File: src/fhds_pkg.sv
// shared constants and types of the fault history display sequencer
package fhds_pkg;

  // ==========================================================
  // clock and times
  // ==========================================================
  localparam int CLK_HZ     = 10_000_000;        // sys_clk rate
  localparam int CYC_PER_MS = CLK_HZ / 1000;     // cycles in one millisecond
  localparam int HOLD_MS    = 2000;              // reset hold before playback
  localparam int CODE_MS    = 4000;              // fault code shown this long
  localparam int DASH_MS    = 1000;              // dash separator shown this long
  localparam int ZERO_MS    = 500;               // zero signal must drop within this
  localparam int HOLD_CYC   = HOLD_MS * CYC_PER_MS;
  localparam int CODE_CYC   = CODE_MS * CYC_PER_MS;
  localparam int DASH_CYC   = DASH_MS * CYC_PER_MS;
  localparam int ZERO_CYC   = ZERO_MS * CYC_PER_MS;

  // ==========================================================
  // widths and sizes
  // ==========================================================
  localparam int HIST_DEPTH = 10;                // entries in the history store
  localparam int NUM_FAULTS = 4;                 // fault sources feeding the log
  localparam int CNT_W      = 32;                // timer counter width

  // ==========================================================
  // fault sources, codes and display values
  // ==========================================================
  localparam int F_OVERLOAD = 0;                 // load cell current below 4 mA
  localparam int F_ZERO_POS = 1;                 // zero position stuck
  localparam int F_PHASE2   = 2;                 // phase two missing
  localparam int F_PHASE3   = 3;                 // phase three missing
  // two bcd digits per code, index = fault source
  localparam logic [NUM_FAULTS-1:0][7:0] FAULT_CODES = {8'h13, 8'h12, 8'h45, 8'h49};
  localparam logic [7:0] DASH_CODE  = 8'haa;     // both digits as dash segments
  localparam logic [7:0] HIST_RESET = 8'h00;     // empty history slot
  localparam logic [3:0] COUNT_MAX  = 4'ha;      // history count when full

  // ==========================================================
  // status word layout, low bit of each group
  // ==========================================================
  localparam int SW_FAULT_LSB = 0;               // 4 fault flags
  localparam int SW_IN_LSB    = 4;               // 6 physical inputs
  localparam int SW_OUT_LSB   = 10;              // 2 physical outputs

  // playback sequencer states
  typedef enum logic [2:0] {
    ST_IDLE = 3'b001,
    ST_CODE = 3'b010,
    ST_DASH = 3'b100
  } fhds_state_t;

endpackage : fhds_pkg

File: src/fhds_timer_if.sv
// carrier between the sequencer and its interval timers
interface fhds_timer_if;
  logic        run;      // count while high, clear while low
  logic [31:0] limit;    // last count value before expiry
  logic        expired;  // count reached limit this cycle
  logic [31:0] count;    // current count
  modport timer (input run, input limit, output expired, output count);
  modport user  (output run, output limit, input expired, input count);
endinterface : fhds_timer_if

File: src/fhds_sequencer.sv
// fault logging, history playback on the two-digit display and status packing
// How it works
// - no active fault: display shows version code
// - keep ten newest fault codes, newest first
// - reset held over two seconds starts playback
// - newest code, dash, older codes, then version
// - code shown four seconds, dash one second
// - load current below 4 mA logs 49
// - zero signal stuck after leaving neutral logs 45
// - phase two and three flags never swapped
// - pack flags and pins into 16-bit word
// - clear faults only with switch in neutral
module fhds_sequencer #(
  parameter logic [7:0] VERSION_CODE = 8'h17,            // arbitrary value
  parameter int         HOLD_CYC     = fhds_pkg::HOLD_CYC,
  parameter int         CODE_CYC     = fhds_pkg::CODE_CYC,
  parameter int         DASH_CYC     = fhds_pkg::DASH_CYC,
  parameter int         ZERO_CYC     = fhds_pkg::ZERO_CYC
) (
  input  wire logic        sys_clk,
  input  wire logic        nrst,
  input  wire logic        faultResetInput,
  input  wire logic        masterNeutral,
  input  wire logic        zeroPosition,
  input  wire logic        analogLoadInputLow,
  input  wire logic        phaseTwoMissingIn,
  input  wire logic        phaseThreeMissingIn,
  output logic [7:0]       dispCode,
  output logic             dispDash,
  output logic             overloadWarning,
  output logic             zeroPositionFault,
  output logic             phaseTwoMissingFault,
  output logic             phaseThreeMissingFault,
  output logic             playbackActive,
  output logic [15:0]      statusWord
);

  // ==========================================================
  // timers
  // ==========================================================
  fhds_timer_if holdTmr ();   // reset button hold
  fhds_timer_if phaseTmr ();  // code and dash intervals
  fhds_timer_if zeroTmr ();   // zero position check

  fhds_timer u_hold  (.sys_clk(sys_clk), .nrst(nrst), .tmr(holdTmr));
  fhds_timer u_phase (.sys_clk(sys_clk), .nrst(nrst), .tmr(phaseTmr));
  fhds_timer u_zero  (.sys_clk(sys_clk), .nrst(nrst), .tmr(zeroTmr));

  // ==========================================================
  // state
  // ==========================================================
  logic [3:0]            faultActive, next_faultActive;   // active fault flags
  logic [3:0]            srcPrev,     next_srcPrev;       // sources last cycle
  logic [3:0]            pending,     next_pending;       // codes not yet logged
  logic                  zeroDone,    next_zeroDone;      // check done this excursion
  logic [7:0]            hist [fhds_pkg::HIST_DEPTH];     // newest at slot 0
  logic [7:0]            next_hist [fhds_pkg::HIST_DEPTH];
  logic [3:0]            histCount,   next_histCount;     // valid entries
  fhds_pkg::fhds_state_t state,       next_state;         // playback state
  logic [3:0]            idx,         next_idx;           // entry on display
  logic                  armed,       next_armed;         // button released since last start
  logic [7:0]            next_dispCode;
  logic                  next_dispDash;
  logic [15:0]           next_statusWord;
  logic [3:0]            src;                              // fault source levels
  logic                  clrReq;                           // accepted clear request
  logic [7:0]            selCode;                          // code logged this cycle
  logic [7:0]            actCode;                          // code of an active fault

  // ==========================================================
  // fault sources and flags
  // ==========================================================
  // zero check runs once per excursion out of neutral
  // timer on stuck zero
  assign zeroTmr.run   = !masterNeutral && zeroPosition && !zeroDone;
  assign zeroTmr.limit = 32'(ZERO_CYC - 1);

  // each source keeps its own slot, the phase inputs are not crossed
  // straight mapping
  assign src = {phaseThreeMissingIn, phaseTwoMissingIn, zeroTmr.expired, analogLoadInputLow};

  // a press outside neutral is simply dropped
  // neutral gates clear
  assign clrReq = faultResetInput && masterNeutral;

  // flags, edge memory and logging queue
  always_comb begin
    // all four flags set from their sources; set beats clear
    next_faultActive = (faultActive & ~{4{clrReq}}) | src;
    next_srcPrev     = src;
    next_zeroDone    = masterNeutral ? 1'b0 : (zeroDone || zeroTmr.expired);
    next_pending     = pending | (src & ~srcPrev);
    selCode          = fhds_pkg::HIST_RESET;
    // lowest pending source goes first, one per cycle
    for (int i = fhds_pkg::NUM_FAULTS - 1; i >= 0; i--) begin
      if (pending[i]) begin
        selCode = fhds_pkg::FAULT_CODES[i];
      end
    end
    for (int i = 0; i < fhds_pkg::NUM_FAULTS; i++) begin
      if (pending[i] && selCode == fhds_pkg::FAULT_CODES[i]) begin
        next_pending[i] = src[i] && !srcPrev[i];
      end
    end
  end

  // ==========================================================
  // history store
  // ==========================================================
  // shift newest into slot 0, oldest falls out
  always_comb begin
    for (int k = 0; k < fhds_pkg::HIST_DEPTH; k++) begin
      next_hist[k] = hist[k];
    end
    next_histCount = histCount;
    if (pending != 4'h0) begin
      next_hist[0] = selCode;
      for (int k = 1; k < fhds_pkg::HIST_DEPTH; k++) begin
        next_hist[k] = hist[k-1];
      end
      if (histCount != fhds_pkg::COUNT_MAX) begin
        next_histCount = histCount + 4'h1;
      end
    end
  end

  // ==========================================================
  // playback sequencer
  // ==========================================================
  // hold must run past the full two seconds
  assign holdTmr.run   = faultResetInput && armed && (state == fhds_pkg::ST_IDLE);
  assign holdTmr.limit = 32'(HOLD_CYC);

  assign phaseTmr.run   = (state != fhds_pkg::ST_IDLE);
  assign phaseTmr.limit = (state == fhds_pkg::ST_CODE) ? 32'(CODE_CYC - 1) : 32'(DASH_CYC - 1);

  // next state; logging during playback shifts entries under the display
  always_comb begin
    next_state = state;
    next_idx   = idx;
    // one start per press, a held button must be released first
    next_armed = faultResetInput ? (armed && !holdTmr.expired) : 1'b1;
    case (state)
      fhds_pkg::ST_IDLE: begin
        // start on hold expiry, empty store shows nothing
        if (holdTmr.expired && histCount != 4'h0) begin
          next_state = fhds_pkg::ST_CODE;
          next_idx   = 4'h0;
        end
      end
      fhds_pkg::ST_CODE: begin
        // every code is followed by a dash
        if (phaseTmr.expired) begin
          next_state = fhds_pkg::ST_DASH;
        end
      end
      fhds_pkg::ST_DASH: begin
        if (phaseTmr.expired) begin
          // stop after the oldest stored entry
          if (4'(idx + 4'h1) >= histCount) begin
            next_state = fhds_pkg::ST_IDLE;
          end else begin
            next_state = fhds_pkg::ST_CODE;
            next_idx   = idx + 4'h1;
          end
        end
      end
      default: begin
        next_state = fhds_pkg::ST_IDLE;
      end
    endcase
  end

  // ==========================================================
  // display and status word
  // ==========================================================
  always_comb begin
    actCode = fhds_pkg::HIST_RESET;
    for (int i = fhds_pkg::NUM_FAULTS - 1; i >= 0; i--) begin
      if (faultActive[i]) begin
        actCode = fhds_pkg::FAULT_CODES[i];
      end
    end
    next_dispDash = 1'b0;
    if (state == fhds_pkg::ST_CODE) begin
      next_dispCode = hist[idx];
    end else if (state == fhds_pkg::ST_DASH) begin
      next_dispCode = fhds_pkg::DASH_CODE;
      next_dispDash = 1'b1;
    end else if (faultActive != 4'h0) begin
      next_dispCode = actCode;
    end else begin
      next_dispCode = VERSION_CODE;
    end
    // flags, inputs and outputs in one word
    next_statusWord = 16'h0000;
    next_statusWord[fhds_pkg::SW_FAULT_LSB +: 4] = faultActive;
    next_statusWord[fhds_pkg::SW_IN_LSB +: 6]    = {phaseThreeMissingIn, phaseTwoMissingIn, zeroPosition,
                                                    masterNeutral, faultResetInput, analogLoadInputLow};
    next_statusWord[fhds_pkg::SW_OUT_LSB +: 2]   = {dispDash, playbackActive};
  end

  // ==========================================================
  // registers
  // ==========================================================
  always_ff @(posedge sys_clk) begin
    if (!nrst) begin
      faultActive <= 4'h0;
      srcPrev     <= 4'h0;
      pending     <= 4'h0;
      zeroDone    <= 1'b0;
      histCount   <= 4'h0;
      state       <= fhds_pkg::ST_IDLE;
      idx         <= 4'h0;
      armed       <= 1'b0;   // a button held through reset does not start playback
      dispCode    <= VERSION_CODE;
      dispDash    <= 1'b0;
      statusWord  <= 16'h0000;
      for (int k = 0; k < fhds_pkg::HIST_DEPTH; k++) begin
        hist[k] <= fhds_pkg::HIST_RESET;
      end
    end else begin
      faultActive <= next_faultActive;
      srcPrev     <= next_srcPrev;
      pending     <= next_pending;
      zeroDone    <= next_zeroDone;
      histCount   <= next_histCount;
      state       <= next_state;
      idx         <= next_idx;
      armed       <= next_armed;
      dispCode    <= next_dispCode;
      dispDash    <= next_dispDash;
      statusWord  <= next_statusWord;
      for (int k = 0; k < fhds_pkg::HIST_DEPTH; k++) begin
        hist[k] <= next_hist[k];
      end
    end
  end

  assign overloadWarning        = faultActive[fhds_pkg::F_OVERLOAD];
  assign zeroPositionFault      = faultActive[fhds_pkg::F_ZERO_POS];
  assign phaseTwoMissingFault   = faultActive[fhds_pkg::F_PHASE2];
  assign phaseThreeMissingFault = faultActive[fhds_pkg::F_PHASE3];
  assign playbackActive         = (state != fhds_pkg::ST_IDLE);

  // ==========================================================
  // checks
  // ==========================================================
  logic [31:0] stateAge;  // cycles spent in the current state, helper only
  always_ff @(posedge sys_clk) begin
    if (!nrst || next_state != state) begin
      stateAge <= 32'h0;
    end else begin
      stateAge <= stateAge + 32'h1;
    end
  end
endmodule : fhds_sequencer

File: src/fhds_timer.sv
// interval timer that counts while run and restarts on expiry
module fhds_timer (
  input wire logic     sys_clk,
  input wire logic     nrst,
  fhds_timer_if.timer  tmr
);

  // ==========================================================
  // counter
  // ==========================================================
  logic [31:0] cnt;       // cycles counted so far
  logic [31:0] next_cnt;  // next count

  // expiry and restart share one edge, so no idle cycle between phases
  always_comb begin
    tmr.expired = tmr.run && (cnt == tmr.limit);
    if (!tmr.run || tmr.expired) begin
      next_cnt = '0;
    end else begin
      next_cnt = cnt + 32'h1;
    end
  end

  // register only
  always_ff @(posedge sys_clk) begin
    if (!nrst) begin
      cnt <= '0;
    end else begin
      cnt <= next_cnt;
    end
  end

  assign tmr.count = cnt;
endmodule : fhds_timer

File: config.mk
export PLATFORM = sky130hd
export DESIGN_NAME = fhds_sequencer
export DESIGN_NICKNAME = d
export VERILOG_FILES = /design/src/fhds_pkg.sv /design/src/fhds_timer_if.sv /design/src/fhds_sequencer.sv /design/src/fhds_timer.sv
export SDC_FILE = /design/constraint.sdc
export NUM_CORES = 1
export LEC_CHECK = 0
export BUFFER_PORTS_ARGS = -buffer_cell sky130_fd_sc_hd__buf_4
export CAP_MARGIN = 0
export CORE_MARGIN = 2
export CORE_UTILIZATION = 65
export CTS_BUF_LIST = sky130_fd_sc_hd__clkbuf_8 sky130_fd_sc_hd__clkbuf_16
export DETAILED_ROUTE_END_ITERATION = 16
export PLACE_DENSITY = 0.84
export SLEW_MARGIN = 20
export SYNTH_ARGS = -nofsm -noshare
export SYNTH_HDL_FRONTEND = slang
export SYNTH_SLANG_ARGS = --single-unit
File: constraint.sdc
create_clock -name sys_clk -period 4.2 [get_ports sys_clk]
set_input_delay 0.21 -clock sys_clk [delete_from_list [all_inputs] [get_ports sys_clk]]
set_output_delay 0.21 -clock sys_clk [all_outputs]
set_load 0.005 [all_outputs]
# Word-level counts from Yosys, hierarchy flattened
# Memories as Yosys holds them, arrays and structs flattened. A register that Yosys moved wholly into a read port is not among the register bits.
# Cells that the tools add are included.
dict set report totals {
  register_bits 146
  mem_bits_rw 80
  in_bits 8
  word_cells 143
  mem_count 1
}
# memory depth word_bits rd rd_ports_with_merged_regs wr line_no
set memory_table {}
lappend memory_table {hist 10 8 10 1 10 fhds_sequencer.sv:56} ;# logic [7:0] hist [fhds_pkg::HIST_DEPTH];
dict set report classes {
  addsub 5
  n_lt_le_gt_ge 1
  n_eq_ne 17
  n_mux 42
  bitwise 17
  n_reduce_logical 45
}
# op count
set op_table {}
lappend op_table {{$mux W8} 19}
lappend op_table {{$add A32 B1 Y32 const B} 3}
lappend op_table {{$mux W80} 1}
lappend op_table {{$eq A32 B23 Y1 const B} 1}
lappend op_table {{$eq A32 B25 Y1 const B} 1}
lappend op_table {{$eq A32 B26 Y1} 1}
lappend op_table {{$mux W26} 1}
lappend op_table {{$mux W4} 5}
lappend op_table {{$logic_and A1 B1 Y1} 18}
lappend op_table {{$eq A8 B5 Y1 const B} 2}
lappend op_table {{$eq A8 B7 Y1 const B} 2}
lappend op_table {{$reduce_bool A4 Y1} 3}
lappend op_table {{$logic_not A1 Y1} 10}
lappend op_table {{$mux W5} 2}
lappend op_table {{$or A1 B1 Y1} 10}
lappend op_table {{$reduce_or A2 Y1} 5}
lappend op_table {{$mux W3} 3}
lappend op_table {{$pmux W3 S3} 1}
lappend op_table {{$add A4 B1 Y4 const B} 2}
lappend op_table {{$and A4 B4 Y4} 2}
lappend op_table {{$mux W1} 8}
lappend op_table {{$not A4 Y4} 2}
lappend op_table {{$or A4 B4 Y4} 2}
lappend op_table {{$pmux W4 S2} 1}
lappend op_table {{other kinds (16)} 22}

# Longest topological paths before layout
dict set report depth {
  depth_word 8
  mapped_depth 8
  mapped_depth_nobuf 8
}

# Hierarchy
# From an unflattened synthesis, not the netlist that was laid out.
dict set report hier_totals {
  cells_unflattened 1043
  area_unflattened_um2 9285.2
}
# mod n_inst cells_per_inst area_per_inst_um2 seq_area_each_um2
set by_module_without_submodules {}
lappend by_module_without_submodules {fhds_timer 3 203 1759.2 640.6}
lappend by_module_without_submodules {fhds_sequencer 1 434 4007.6 1951.9}

# Least setup slack after synthesis
# OpenSTA, ideal clock, no wires.
dict set report synth_path {
  path_kind {register to register}
  startpoint {register idx[0]}
  endpoint {register with a tool-made name}
  setup_ns 0.129
  t_arrival_ns 2.028
  slack_ns 2.044
  path_stages_with_launch 9
  period_less_slack_ns 2.156
  cell_sequence {dfxtp_1 ha_1 xor2_1 ha_1 o21a_1 a211oi_1 a31oi_1 o211ai_1 o31ai_1}
}
# item line_no
set synth_lines {}
lappend synth_lines {{start, declared} fhds_sequencer.sv:60} ;# logic [3:0] idx, next_idx;
lappend synth_lines {{start signal, assigned} fhds_sequencer.sv:229} ;# idx <= next_idx;

# Worst setup path after layout
dict set report layout_path {
  startpoint {register state[2]}
  endpoint {register u_phase.cnt[5] (netlist: u_phase.tmr.count[5])}
}
dict set report layout_between {
  elab_chain_len 6
  word_cells_on_any_way 8
  cone_classes {eq/ne (3); mux (1); reduce/logical (4)}
}
# item line_no
set layout_rtl {}
lappend layout_rtl {{start, declared} fhds_sequencer.sv:59} ;# fhds_pkg::fhds_state_t state, next_state;
lappend layout_rtl {{start signal, assigned} fhds_sequencer.sv:213} ;# state <= fhds_pkg::ST_IDLE;
lappend layout_rtl {{start signal, assigned} fhds_sequencer.sv:228} ;# state <= next_state;
lappend layout_rtl {{$eq A3 B2 Y1} fhds_sequencer.sv:135} ;# assign phaseTmr.limit = (state == fhds_pkg::ST_CODE) ? 32'(CODE_CYC - 1) : 32'(DASH_CYC - 1);
lappend layout_rtl {{$mux W26} fhds_sequencer.sv:135}
lappend layout_rtl {{$eq A32 B26 Y1} fhds_timer.sv:16} ;# tmr.expired = tmr.run && (cnt == tmr.limit);
lappend layout_rtl {{$logic_and A1 B1 Y1} fhds_timer.sv:16}
lappend layout_rtl {{$logic_or A1 B1 Y1 (*)} fhds_timer.sv:17} ;# if (!tmr.run || tmr.expired) begin
lappend layout_rtl {{$reduce_or A2 Y1 (no source line) (*)} --}
lappend layout_rtl {{end signal, assigned} fhds_timer.sv:29} ;# cnt <= next_cnt;
lappend layout_rtl {{end, declared} fhds_timer.sv:11} ;# logic [31:0] cnt;
# Every way passes the cells marked *; elsewhere a longest branch is shown, timed or not.
# A chain may end at the register's enable or synchronous reset.

==> impl_metrics.toml <==
[synthesis]
ys_types = 55
synthFlopType = "dfxtp_1"
async_reset_ff_share_pct = 0
avgSynthCellArea_um2 = 8.80
synthSimpleGateAreaFrac_pct = 26.5
synth_compound_area_share_pct = 6.89
synth_top_family_by_area = "simple AND/OR/NAND/NOR gates"
muxShareOfSynthArea_pct = 3.77
synth_cells = 928
ys_seq_elements = 191
synth_edf_count = 5
yosys.area.top_type = "dfxtp_1"
post_synth_xor_area_fraction_pct = 10.1
yosys_warnings = 0
seq_area_frac_synth_pct = 47.4
yosysTopAreaCellShare_pct = 45.6
synth.cell_area_um2 = 8170
synth_area_leaders = "dfxtp_1 (46%), nand2_1 (6.3%), nor2_1 (6.0%)"
synthAdderAreaFrac_pct = 1.84

[finish]
syn_to_final_growth_pct = 11.9
insertedDiodeCount = 0
fin_area_um2 = 9140
nets = 967
fin_cells = 1128
drive_gt1_share_pct = 9.38

[timing]
tns_ps = 0
relSlewSlack_pct = 31.2
period_needed_ps = 2810
skew_ps = 8.45
finalHoldViolations = 0
rsz0062_at_grt = "no"
max_freq_mhz = 355
slew_violations = 0
setup_viol = 0
worstMarginPinSlew_ps = 1030
layout_setup_ws_ps = 1390
timing.hold.ws_ps = 26.8
finalCritPeriodShare_pct = 67.0

[setup_path]
critPathLaunch = "state[2]"
critPathLaunchType = "register"
path_class = "reg -> reg"
critical_path_required_ps = 4530
crit_path_max_fanout = 17
cp-end-kind = "register"
r2r-start = "state[2]"
crit_arrival_ps = 3140

[placement]
hpwl_mm = 10.5
dpl.cell_count = 1093
routabilityCongestion = 0.810
numPortBuffers = 33
dp_slack_ps = 1460
postPlaceCellArea_um2 = 8480

[clock_tree]
holdBufCountCts = 3
clock_sinks = 191
worstSkewPairLatency_ps = 440
cts_resized = 0
cts_buffers = 17
cts_root_buf = "clkbuf_16"
clk_pin_slew_worst_paths_ps = 70
cts_setup_buffers = 0
h-tree-depth = 4
cts_tree = "done"
cts_buffer_depth = 2

[global_route]
grt_pass1_wl_mm = 27.4
grt_remaining_overflow = 0
grt_pass1_vias = 5853
grt_max_degree = 61
grt_usage_pct = 25.7
antenna_found_initial = 0

[min_path]
min_from = "masterNeutral"
hp-class = "in -> reg"

[outcome]
status = "complete, no violations"

[drt]
routed_via_density = 5.67
routed_wirelength_mm = 16.3
wl_per_cell_um = 14.4
drtAntennaViolNets = 0
vias = 6396
first_pass_iters = 5
drc = 0
drt_iter0_drc = 433

[floorplan]
die_h_um = 116
core_area_um2 = 12200
start_util_pct = 67.2
io_pins = 38
die_x_um = 116
die_area_um2 = 13500
row_count = 40

[pwr]
peakVddDrop_mv = 0.368
powerDensity_nw_per_um2 = 403
leakagePower_nw = 3.19

[job]
drv_cap = 0
[final cells by class]
cell class / instances / area, µm²
Multi-Input combinational cell: 675 / 4030
Sequential cell: 191 / 3870
Fill cell: 881 / 3030
Clock buffer: 20 / 489
Timing Repair Buffer: 43 / 330
Tap cell: 168 / 210
Clock inverter: 12 / 130
Inverter: 19 / 71.3
[flip-flops by register name (all words and copies together), names as in the netlist, 7 cells and up, named ones only]
| register | count |
|---|---|
| u_hold.tmr.count | 32 |
| u_phase.tmr.count | 32 |
| u_zero.tmr.count | 32 |
| hist | 50 |
| dispCode | 7 |
| statusWord | 12 |
[worst max-delay path, cell delays in order (launching register included)]
cell and delay, ps:
dfxtp_1 470, nor3b_1 140, buf_4 190, or4_4 550
a211oi_4 420, nand2b_1 540, buf_4 320, nor2_1 70
[power breakdown]
group	internal, mW	switching [mW]	total, mW
combinational	0.0607	0.102	0.162
sequential	1.85	0.0237	1.87
clock	0.963	0.687	1.65
total	2.87	0.812	3.68
[layer usage]
metal,global-route usage (%),vias up,wire (µm)
met1,33.9,3040,7390
met5,0,-,0
met4,10.7,0,287
met2,42.1,145,7870
met3,4.77,27,727
li1,-,3184,-
[Yosys cell counts, drive strengths merged, types with 3 or more instances]
master  count
nand4      25
nand2b      6
nor2      130
edfxtp      5
a211oi      5
buf        14
nand2     138
mux4       10
or2         3
inv        18
and3       26
xor2       52
o21ai       7
or3         8
o22ai       4
a21oi      62
ha         12
clkbuf     32
nand4b      3
nand3      40
nor3       17
and4        8
nor4b       6
nor2b       7
o211ai      3
and2       12
mux2i       6
a31oi       3
xnor2      42
o31ai       5
dfxtp     186
nor4       12
[layout by cell type (no fill, tap or decap), types with 5 or more instances in the layout]
cell	Yosys	final
nand4_1	24	24
mux2i_1	6	6
nor4_1	10	9
xor2_1	52	52
buf_4	9	40
or3_1	8	8
clkbuf_16	0	19
and3_1	26	26
nor2_1	130	130
dfxtp_1	186	186
edfxtp_1	5	5
and4_1	8	8
o21ai_0	6	6
o31ai_1	5	5
xnor2_1	42	42
nand2_1	138	138
inv_1	18	19
nor2b_1	7	7
a21oi_1	62	62
nand2b_1	6	5
nor4b_1	6	6
mux4_2	10	10
and2_1	12	12
nand3_1	40	40
nor3_1	17	17
ha_1	12	12
[cell families after synthesis]
logic type / count (synthesis)
xor+xnor: 94
flops: 191
mux: 18
other cells: 1
buf+inv: 65
simple gates: 450
fa+ha+maj: 12
compound gates: 97
[per-stage QoR]
step	util, %	total power [mW]
final	75.1	3.68
after global routing	75.1	3.81
after CTS	75.1	3.71
after detailed placement	69.8	2.07
after global placement	69.8	2.07
after floorplan	-	2.01
[final timing paths]
path	to	slack [ps]	depth (start not counted)
worst max-delay path	u_phase.tmr.count[5]	1390	7
worst min register to register	pending[0]	400	1
worst max register to register	u_phase.tmr.count[5]	1390	7
worst min-delay path	statusWord[6]	30	2
Note: power is estimated with default switching activity, not from simulation.
